## src/design/sbg_pkg.sv

```systemverilog
package sbg_pkg;

    // ------------------------------------------------------------
    // secondary side sizes and field positions
    // ------------------------------------------------------------
    localparam int          SBG_NUM_CLOCKS    = 10;        // clock fan-out outputs
    localparam int          SBG_NUM_REQ       = 9;         // internal arbiter request lines
    localparam int          SBG_CLK_DIV       = 4;         // core cycles per half clock out
    localparam int          SBG_SYNC_STAGES   = 2;         // synchroniser depth
    localparam logic [7:0]  SBG_BCR_OFFSET    = 8'h3E;     // bridge control register offset
    localparam int          SBG_BCR_SRST_BIT  = 6;         // secondary reset control bit

    // arbiter mode states
    typedef enum logic [1:0] {
        SBG_ARB_IDLE  = 2'b00,
        SBG_ARB_GRANT = 2'b01,
        SBG_ARB_EXT   = 2'b10
    } sbg_arb_e;

    // bundle of secondary arbitration terminals as seen by the block
    typedef struct packed {
        logic reqZero;     // sampled request-zero terminal
        logic extSelect;   // sampled external arbiter select
    } sbg_arbin_s;

endpackage : sbg_pkg

```

## src/design/sbg_sync2.sv

```systemverilog
`timescale 1ns/100ps
`default_nettype none

// two-flop synchroniser; first stage feeds only the second
module sbg_sync2 #(
    parameter int WIDTH = 1
) (
    // clock and reset
    input  wire logic             clk,
    input  wire logic             resetn,
    // data
    input  wire logic [WIDTH-1:0] asyncIn,
    output logic      [WIDTH-1:0] syncOut
);
    logic [WIDTH-1:0] meta_r;   // first stage, read by the second only

    // ------------------------------------------------------------
    // two stages
    // ------------------------------------------------------------
    always_ff @(posedge clk) begin
        if (!resetn) begin
            meta_r  <= '0;
            syncOut <= '0;
        end else begin
            meta_r  <= asyncIn;
            syncOut <= meta_r;
        end
    end
endmodule : sbg_sync2

`default_nettype wire

```

## src/design/sbg_secondary_glue.sv

```systemverilog
`timescale 1ns/100ps
`default_nettype none

// What this block does
// - drive one secondary clock per attached device
// - secondary clock input aligns secondary logic
// - select high disables internal secondary arbiter
// - external mode: request-zero carries external grant
// - external mode: grant-zero requests bus mastership
// - secondary reset is primary reset OR bit
// - secondary reset path is not clock-synchronised
module sbg_secondary_glue
    import sbg_pkg::*;
#(
    parameter int NUM_CLOCKS = SBG_NUM_CLOCKS,
    parameter int NUM_REQ    = SBG_NUM_REQ,
    parameter int CLK_DIV    = SBG_CLK_DIV
) (
    // core clock and reset
    input  wire logic                clk,
    input  wire logic                resetn,
    // primary reset pin and bridge control reset bit
    input  wire logic                primaryResetn,
    input  wire logic                secBusResetBit,
    // secondary clock fan-out and returned clock
    output logic [NUM_CLOCKS-1:0]    sec_clock_fanout,
    input  wire logic                secClockIn,
    // arbitration mode strap
    input  wire logic                ext_arbiter_select,
    // request-zero and grant-zero terminals
    input  wire logic                sec_request_zero,
    output logic                     sec_grant_zero,
    output logic                     secGrantZeroOe,
    // remaining internal arbiter lines
    input  wire logic [NUM_REQ-1:1]  secRequestn,
    output logic      [NUM_REQ-1:1]  secGrantn,
    // bridge master side
    input  wire logic                bridgeWantsBus,
    output logic                     bridgeOwnsBus,
    output logic                     secEdgeSeen,
    // secondary reset output, active low
    output logic                     secResetn
);
    // ------------------------------------------------------------
    // declarations
    // ------------------------------------------------------------
    localparam int CW = $clog2(CLK_DIV + 1);
    localparam logic [CW-1:0] DIV_LAST = CW'(CLK_DIV - 1);
    // divider width holds CLK_DIV itself; a spare bit costs one flop and keeps
    // any divide value legal without touching the terminal count

    logic [CW-1:0]          divCnt_r;         // clock divider count
    logic                   clkOut_r;         // divided clock level
    logic                   secClkSync;       // synchronised returned clock
    logic                   secClkPrev_r;     // previous sample for edge find
    logic [NUM_REQ-1:0]     reqSync;          // synchronised requests, active low
    logic                   extSelSync;       // synchronised strap
    sbg_arbin_s             arbIn;            // bundled arbitration inputs
    sbg_arb_e               state_r;          // arbiter state
    sbg_arb_e               state_nxt;
    logic [NUM_REQ-1:0]     grant_r;          // one-hot grant, active high
    logic [NUM_REQ-1:0]     grant_nxt;
    logic                   extGrant;         // grant from external arbiter

    // ------------------------------------------------------------
    // clock fan-out
    // ------------------------------------------------------------
    // free running divider; all outputs share one phase to keep skew equal
    always_ff @(posedge clk) begin
        if (!resetn) begin
            divCnt_r <= '0;
            clkOut_r <= 1'b0;
        end else if (divCnt_r == DIV_LAST) begin
            divCnt_r <= '0;
            clkOut_r <= ~clkOut_r;
        end else begin
            divCnt_r <= divCnt_r + CW'(1);
        end
    end

    // one copy per device, all driven by the single clkOut_r flop
    genvar gi;
    generate
        for (gi = 0; gi < NUM_CLOCKS; gi++) begin : g_fan
            assign sec_clock_fanout[gi] = clkOut_r;
        end
    endgenerate
    // a gated or per-slot clock would need its own divider; all slots run
    // together here, so an unused slot still toggles

    // ------------------------------------------------------------
    // input synchronisers
    // ------------------------------------------------------------
    sbg_sync2 #(.WIDTH(NUM_REQ + 2)) u_sync (
        .clk     (clk),
        .resetn  (resetn),
        .asyncIn ({secClockIn, ext_arbiter_select, secRequestn, sec_request_zero}),
        .syncOut ({secClkSync, extSelSync, reqSync[NUM_REQ-1:1], reqSync[0]})
    );

    // after reset the stages read zero, i.e. every request asserted; harmless,
    // because no returned clock edge can be seen before real samples arrive
    assign arbIn.reqZero   = reqSync[0];
    assign arbIn.extSelect = extSelSync;

    // ------------------------------------------------------------
    // secondary clock edge detection
    // ------------------------------------------------------------
    // device grants and releases, apart from the clear on entering external mode, move only on rising edges
    // of the returned clock, so grants change where devices sample them
    always_ff @(posedge clk) begin
        if (!resetn) begin
            secClkPrev_r <= 1'b0;
        end else begin
            secClkPrev_r <= secClkSync;
        end
    end
    assign secEdgeSeen = secClkSync & ~secClkPrev_r;

    // ------------------------------------------------------------
    // arbiter
    // ------------------------------------------------------------
    // in external mode request-zero pin carries the grant, active low
    assign extGrant = ~arbIn.reqZero;

    // fixed priority pick; the bridge itself is lowest priority
    function automatic logic [NUM_REQ-1:0] pickGrant(input logic [NUM_REQ-1:0] reqn);
        logic [NUM_REQ-1:0] g;
        g = '0;
        for (int i = NUM_REQ - 1; i >= 0; i--) begin
            if (!reqn[i]) begin
                g = '0;
                g[i] = 1'b1;
            end
        end
        return g;
    endfunction : pickGrant

    // leaving external mode always passes through idle, so no grant from the
    // old mode survives the switch
    always_comb begin
        state_nxt = state_r;
        grant_nxt = grant_r;
        case (state_r)
            SBG_ARB_IDLE: begin
                if (arbIn.extSelect) begin
                    state_nxt = SBG_ARB_EXT;
                    grant_nxt = '0;
                end else if (secEdgeSeen && (reqSync != '1)) begin
                    state_nxt = SBG_ARB_GRANT;
                    grant_nxt = pickGrant(reqSync);
                end
            end
            SBG_ARB_GRANT: begin
                if (arbIn.extSelect) begin
                    state_nxt = SBG_ARB_EXT;
                    grant_nxt = '0;
                end else if (secEdgeSeen && ((grant_r & ~reqSync) == '0)) begin
                    // holder dropped its request: release and re-arbitrate
                    state_nxt = SBG_ARB_IDLE;
                    grant_nxt = '0;
                end
            end
            SBG_ARB_EXT: begin
                grant_nxt = '0;                          // internal arbiter off
                if (!arbIn.extSelect) begin
                    state_nxt = SBG_ARB_IDLE;
                end
            end
            default: begin
                state_nxt = SBG_ARB_IDLE;
                grant_nxt = '0;
            end
        endcase
    end

    always_ff @(posedge clk) begin
        if (!resetn) begin
            state_r <= SBG_ARB_IDLE;
            grant_r <= '0;
        end else begin
            state_r <= state_nxt;
            grant_r <= grant_nxt;
        end
    end

    // ------------------------------------------------------------
    // terminal roles
    // ------------------------------------------------------------
    // grant-zero is an output in both modes: grant or bridge request
    always_ff @(posedge clk) begin
        if (!resetn) begin
            sec_grant_zero <= 1'b1;
            secGrantn      <= '1;
            bridgeOwnsBus  <= 1'b0;
        end else if (state_r == SBG_ARB_EXT) begin
            sec_grant_zero <= ~bridgeWantsBus;
            secGrantn      <= '1;
            bridgeOwnsBus  <= extGrant & bridgeWantsBus;
        end else begin
            sec_grant_zero <= ~grant_r[0];
            secGrantn      <= ~grant_r[NUM_REQ-1:1];
            // bridge gets the bus when nobody else requests
            bridgeOwnsBus  <= bridgeWantsBus && (state_r == SBG_ARB_IDLE)
                              && (reqSync == '1);
        end
    end
    // the pin carries our grant or our request, so it is never released
    assign secGrantZeroOe = 1'b1;

    // ------------------------------------------------------------
    // secondary reset
    // ------------------------------------------------------------
    // pure gate, no flop: follows primary reset at any moment, limitation
    // is that glitches on either input reach the pin
    // the control bit comes from a flop on clk, so only the pin side is
    // asynchronous; both are levels, never edges
    assign secResetn = primaryResetn & ~secBusResetBit;

endmodule : sbg_secondary_glue

`default_nettype wire

```

## config.mk

```make
export PLATFORM = sky130hd
export DESIGN_NAME = sbg_secondary_glue
export DESIGN_NICKNAME = d
export VERILOG_FILES = /design/src/design/sbg_pkg.sv /design/src/design/sbg_sync2.sv /design/src/design/sbg_secondary_glue.sv
export SDC_FILE = /design/constraint.sdc
export NUM_CORES = 1
export LEC_CHECK = 0
export BUFFER_PORTS_ARGS = -buffer_cell sky130_fd_sc_hd__buf_2
export CORE_ASPECT_RATIO = 1.2
export CORE_UTILIZATION = 35
export CTS_BUF_LIST = sky130_fd_sc_hd__clkbuf_16
export DETAILED_ROUTE_END_ITERATION = 10
export SLEW_MARGIN = 10
export SYNTH_ARGS = -nofsm -noshare
export SYNTH_HDL_FRONTEND = slang
export SYNTH_SLANG_ARGS = --single-unit
```

## constraint.sdc

```tcl
create_clock -name clk -period 1.6 [get_ports clk]
set_input_delay 0.08 -clock clk [delete_from_list [all_inputs] [get_ports clk]]
set_output_delay 0.08 -clock clk [all_outputs]
set_load 0.005 [all_outputs]
```

==> results of run 1 <==
## critical path: cells and delay by family (launching register included)
family	cells	cell delay [ps]
flip-flops	1	360
AO/OA/AOI/OAI	1	70
AND/OR/NAND/NOR	3	1000
## cell usage after synthesis, types with 2 or more instances
library cell and instances:
clkbuf_1 5, nand2_1 19, and4_1 3, o21ai_2 2
nor2b_1 6, a2111oi_4 2, nand3_1 2, o21ai_1 7
or3_1 3, dfxtp_1 48, ha_1 2, buf_4 11
and2_1 24, nand2b_1 2, or4b_1 2, inv_1 7
nor2_1 4
## kinds of logic after synthesis
logic type	count (synthesis)
AOI/OAI and AO/OA	18
buffers and inverters	24
DFF	48
other	1
xor gates and xnor gates	1
and+or+nand+nor	76
muxes	2
adders and majority gates	2
## registers in the layout, summed over array words and instances (netlist names)
| signal | flops |
|---|---|
| sec_grant_zero | 1 |
| grant_r | 9 |
| bridgeOwnsBus | 1 |
| u_sync.meta_r | 11 |
| secClkPrev_r | 1 |
| u_sync.syncOut | 11 |
| divCnt_r | 3 |
| state_r | 2 |
| secGrantn | 8 |
| clkOut_r | 1 |
## routing by layer
metal	routed length (um)	vias up
met1	1330	519
met3	133	6
met4	55	0
met2	1260	30
met5	0	-
li1	-	613
## stage by stage
step / total power [W] / instances / utilization [%]
after detailed placement: 0.00147 / 255 / 40.0
after global placement: 0.00147 / 255 / 40.0
final: 0.00240 / 265 / 43.4
after global routing: 0.00251 / 265 / 43.4
after CTS: 0.00243 / 264 / 43.1
after floorplan: 0.00143 / 172 / -
## worst paths after layout
check | end | cells after the start
setup / recovery | grant_r[8] | 4
hold / removal | u_sync.meta_r[3] | 2
setup reg to reg | grant_r[8] | 4
hold reg to reg | secGrantn[4] | 1
## power breakdown
part | total [W] | internal (W) | switching [W]
Sequential | 0.00127 | 0.00124 | 0.0000278
Clock | 0.000950 | 0.000561 | 0.000389
Combinational | 0.000181 | 0.0000923 | 0.0000888
## layout make-up
class	instances	share of cell area, %
Timing Repair Buffer	42	10.7
Clock inverter	2	0.409
Multi-Input combinational cell	100	33.2
Inverter	8	1.40
Clock buffer	5	5.84
Sequential cell	48	44.9
Tap cell	60	3.50
## what timing repair did
item                                   in CTS  in global routing
endpoints found under the hold margin       2                  1
setup endpoints to repair                   0                  7
gates resized for setup                     0                  1
hold buffers                                2                  1
==> qor.yml, run 1 <==
layout:
  layout_common_cells: "dfxtp_1, buf_2, and2_1, nand2_1, inv_1"
  area_delta_synth_final_pct: 18.8
  post_route_cells_drive_above_1_share_pct: 29.3
  design_area_um2: 2140
  multi_input_area_um2: 711
  antennaDiodeCount: 0
  seqCellArea_um2: 962
  n_fill_cell: 483
  nNetsFinal: 223
  final_common_cell: "dfxtp_1"
synthesis:
  synth_compound_area_share_pct: 10.4
  async_flop_share_pct: 0
  synthMuxAreaShare_pct: 1.18
  synth_nets: 190
  synth_top_family_by_area: "simple AND/OR/NAND/NOR gates"
  synthFlopType: "dfxtp_1"
  syn_inst: 172
  yosysUniqueCellTypes: 40
  synth_xor_area_share_pct: 0.486
  yosysTopAreaCell: "dfxtp_1"
  synth-edff-count: 0
  yosysTopAreaCellShare_pct: 53.3
  syn_avg_cell_area_um2: 10.5
  synth_fa_ha_area_share_pct: 1.39
  synth_area_um2: 1800
  ys_seq_area_share_pct: 53.3
  synthTopCellsByArea: "dfxtp_1, and2_1, buf_4"
  ys_seq_elements: 48
  yosys_warnings: 0
  yosys.area_share.simple_pct: 25.7
critical_path:
  cpMaxStageDelayCell: "or4b_1"
  regToRegSetupSlack_ps: 110
  worst_ep_arrival_time_ps: 1710
  crit_start: "state_r[0]"
  required_ps: 1820
  cp_cell_sequence: "nor4b_4 -> nand2_2 -> or4b_1 -> o21ai_2"
  cpPeakStageDelay_ps: 500
  reg2reg_from: "state_r[0]"
  critical_path_class: "reg -> reg"
  end_kind: "flop"
  cp_max_fo: 5
  worst_setup_path_start_kind: "flop"
sta:
  finalClockSkew_ps: 1.82
  setup_ws_ps: 107
  min_period_ps: 1490
  rsz0062_at_grt: "no"
  hold_ws_ps: 3.53
  fmax_mhz: 670
  drv_slew: 0
  period_share_pct: 93.3
  finalHoldViolCount: 0
  tns_ps: 0
  setup_viol: 0
power:
  power-per-cell-area_nw_per_um2: 1120
  vdd_drop_max_uv: 678
  p_leak_nw: 0.909
job:
  maxCapViolations: 0
global_routing:
  grt_usage_pct: 11.8
  grt_use_met1_pct: 16.0
  antenna_found_initial: 0
  grt_max_degree: 40
  grt_first_pass_wirelength_mm: 4.73
  overflow: 0
  use_met3_pct: 3.84
  grt_pass1_vias: 975
  top_usage_layer: "met2"
  grtUsageMet2_pct: 16.6
floorplanning:
  die_y_um: 80.6
  start_util_pct: 36.5
  num_rows: 28
  die-width_um: 67.5
  core-area_um2: 4940
  ios: 39
  die_area_um2: 5440
routing:
  wire_per_inst_um: 10.5
  wirelength_mm: 2.78
  vias: 1168
  drc_errors: 0
  ant_nets: 0
  viasPerCell: 4.41
  dr.pass1.iters: 4
  drt_iter0_markers: 76
placement:
  dp_hpwl_mm: 2.04
  placed_area_um2: 1980
  io_buffers: 37
  place_congestion: 0.815
  dp_slack_ps: 49.0
clocking:
  post_cts_buffers: 0
  clock-sinks: 48
  clkLatencyLatePin_ps: 280
  clk_pin_slew_ps: 60
  cts_max_level: 2
  cts_buffers: 5
  clockBufferDepth: 2
  cts_root_buf: "clkbuf_16"
  cts_tree: "done"
outcome:
  status: "finished, final reports clean"
hold_path:
  hold_start: "secRequestn[3]"
  min_path_type: "in -> reg"
Note: power is estimated with default switching activity, not from simulation.
==> run 2, diff against run 1 <==
CORE_ASPECT_RATIO = 0.8   (was 1.2)
CORE_MARGIN = 2   (was unset)
HOLD_SLACK_MARGIN = 0.1   (was unset)
==> run 2 against run 1 <==
  * Combinational power increased by 13%
  * Register-to-register slack about the same
  * Utilization increased by 1.9 points
  * Critical endpoint is now grant_r[1]
  * Maximum frequency decreased by 0.64%
  * Setup slack got worse by 9.6 ps
  * Global-route usage increased by 0.64 points
  * Power increased by 2.3%
  * Design area increased by 5.2%
  * Final cell count increased by 4.9%
  * Clock skew increased by 3.6 ps
  * Critical path depth increased by 1
==> qor.yml, run 2 (synthesis results as in run 1) <==
critical_path:
  worstRegToRegCells: 5  # +1
  end_kind: "flop"
  cp.buffers_inverters: 0  # unchanged
  worst_setup_path_start_kind: "flop"
  cp_cell_sequence: "nand2b_1 -> a2111oi_4 -> a31oi_4 -> nor2_4 -> o21ai_1"
  critical_path_class: "reg -> reg"
  worst_ep_arrival_time_ps: 1670  # -40 ps
  cp_max_fo: 8  # +3
  cpMaxStageDelayCell: "a2111oi_4"
  cpPeakStageDelay_ps: 390  # -110 ps
  required_ps: 1770  # -50 ps
  worst-path-stages: 5  # +1
  cp_top_family: "compound AO/OA/AOI/OAI gates"
placement:
  dp_cells: 258  # +1.2%
  dp_hpwl_mm: 2.13  # +4.4%
  io_buffers: 37  # unchanged
  place_congestion: 0.899  # +10%
  placed_area_um2: 1990  # +0.51%
routing:
  wire_per_inst_um: 11.1  # +6.2%
  viasPerCell: 4.27  # -3.1%
  vias: 1187  # +1.6%
  drt_iter0_markers: 110  # +45%
  dr.pass1.iters: 4  # unchanged
  drc_errors: 0  # unchanged
  ant_nets: 0  # unchanged
  wirelength_mm: 3.10  # +11%
layout:
  final_common_cell: "dfxtp_1"
  post_route_cells_drive_above_1_share_pct: 29.2  # -0.10 points
  area_delta_synth_final_pct: 25.0
  fin_cells: 278  # +4.9%
  reg.largest.list: "u_sync.meta_r (11), u_sync.syncOut (11), grant_r (9)"
  nNetsFinal: 233  # +4.5%
  design_area_um2: 2250  # +5.2%
  layout_common_cells: "dfxtp_1, buf_2, and2_1, nand2_1, dlygate4sd3_1"
  antennaDiodeCount: 0  # unchanged
power:
  p_comb_share_pct: 8.3  # +0.7 points
  clkPwrFrac_pct: 40.0  # +0.4 points
  swShare_pct: 21.9  # +0.78 points
  p_total_w: 0.00245  # +2.3%
  p_sw_w: 0.000536  # +6.1%
  internal_power_w: 0.00192  # +1.3%
  p_leak_nw: 0.951  # +4.6%
  pwr-share-seq_pct: 51.7  # -1.1 points
  vdd_drop_max_uv: 581  # -14%
  power-per-cell-area_nw_per_um2: 1090  # -2.8%
floorplanning:
  die_y_um: 68.2  # -15%
  num_rows: 23  # -18%
  core-area_um2: 4980  # +0.79%
  die_area_um2: 5750  # +5.5%
  ios: 39  # unchanged
  start_util_pct: 36.2  # -0.28 points
  die-width_um: 84.2  # +25%
clocking:
  cts_buffers: 5  # unchanged
  clockBufferDepth: 2  # unchanged
  clkLatencyLatePin_ps: 290  # about the same
  cts_max_level: 2  # unchanged
  post_cts_buffers: 0  # unchanged
  cts_root_buf: "clkbuf_16"
  clock-sinks: 48  # unchanged
  clk_pin_slew_ps: 60  # about the same
  cts_tree: "done"
sta:
  drv_slew: 0  # unchanged
  finalHoldViolCount: 0  # unchanged
  period_share_pct: 93.9  # +0.60 points
  setup_viol: 0  # unchanged
  min_period_ps: 1500  # +9.55 ps
  finalClockSkew_ps: 5.38  # +3.55 ps
  hold_ws_ps: 244  # +241 ps
  fmax_mhz: 666  # -0.64%
  rsz0062_at_grt: "yes"
outcome:
  status: "finished, final reports clean"
global_routing:
  grt_pass1_vias: 1088  # +12%
  antenna_found_initial: 0  # unchanged
  overflow: 0  # unchanged
  grt_max_degree: 40  # unchanged
  grt_usage_pct: 12.4  # +0.64 points
  grt_first_pass_wirelength_mm: 5.28  # +12%
hold_path:
  min_delay_path_depth: 4  # +2
  min_path_type: "in -> reg"
job:
  maxCapViolations: 0  # unchanged
[run 2: power groups by stage]
stage	clock network, W	registers, W	logic [W]
2_1_floorplan	0	0.00129	0.000146
3_3_place_gp	0	0.00129	0.000183
3_5_place_dp	0	0.00129	0.000184
4_1_cts	0.00101	0.00127	0.000207
5_1_grt	0.00107	0.00127	0.000230
6_report	0.000981	0.00127	0.000205
[run 2: worst min-delay path, cell delays in order]
cell	delay [ps]
buf_2	110
nor4b_4	130
nand4b_1	100
o21ai_1	60
[run 2: per-layer routing]
| metal | GRT usage, % | vias to the layer above | wire length (um) |
|---|---|---|---|
| li1 | - | 640 | - |
| met1 | 17.0 | 511 | 1690 |
| met2 | 16.3 | 34 | 1180 |
| met3 | 6.03 | 2 | 200 |
| met4 | 5.44 | 0 | 28 |
| met5 | 0 | - | 0 |
[run 2: area by class of cell]
class	count	area, um2
Clock buffer	5	125
Multi-Input combinational cell	100	714
Sequential cell	48	963
Clock inverter	3	15.0
Inverter	8	30.0
Timing Repair Buffer	52	328
Fill cell	503	2730
Tap cell	62	77.6
[run 2: per-stage QoR]
| step | setup TNS (ps) | setup WS [ps] | util, % |
|---|---|---|---|
| after floorplan | 0 | 194 | - |
| after global placement | 0 | 75.9 | 39.9 |
| after detailed placement | 0 | 43.5 | 39.9 |
| after CTS | 0 | 22.0 | 45.1 |
| after global routing | -23.7 | -15.6 | 45.3 |
| final | 0 | 97.8 | 45.3 |
[run 2: final timing paths]
kind                              startpoint            to  slack [ps]
worst max-delay path            secClkPrev_r    grant_r[1]         100
worst min-delay path                  resetn    grant_r[1]         240
worst max register to register  secClkPrev_r    grant_r[1]         100
worst min register to register    grant_r[3]  secGrantn[3]         410
[run 2: repair_timing]
item                       CTS  global route
resized for setup            0             3
setup endpoints to repair    0             8
hold endpoints to repair    12             0
hold buffers                12             0
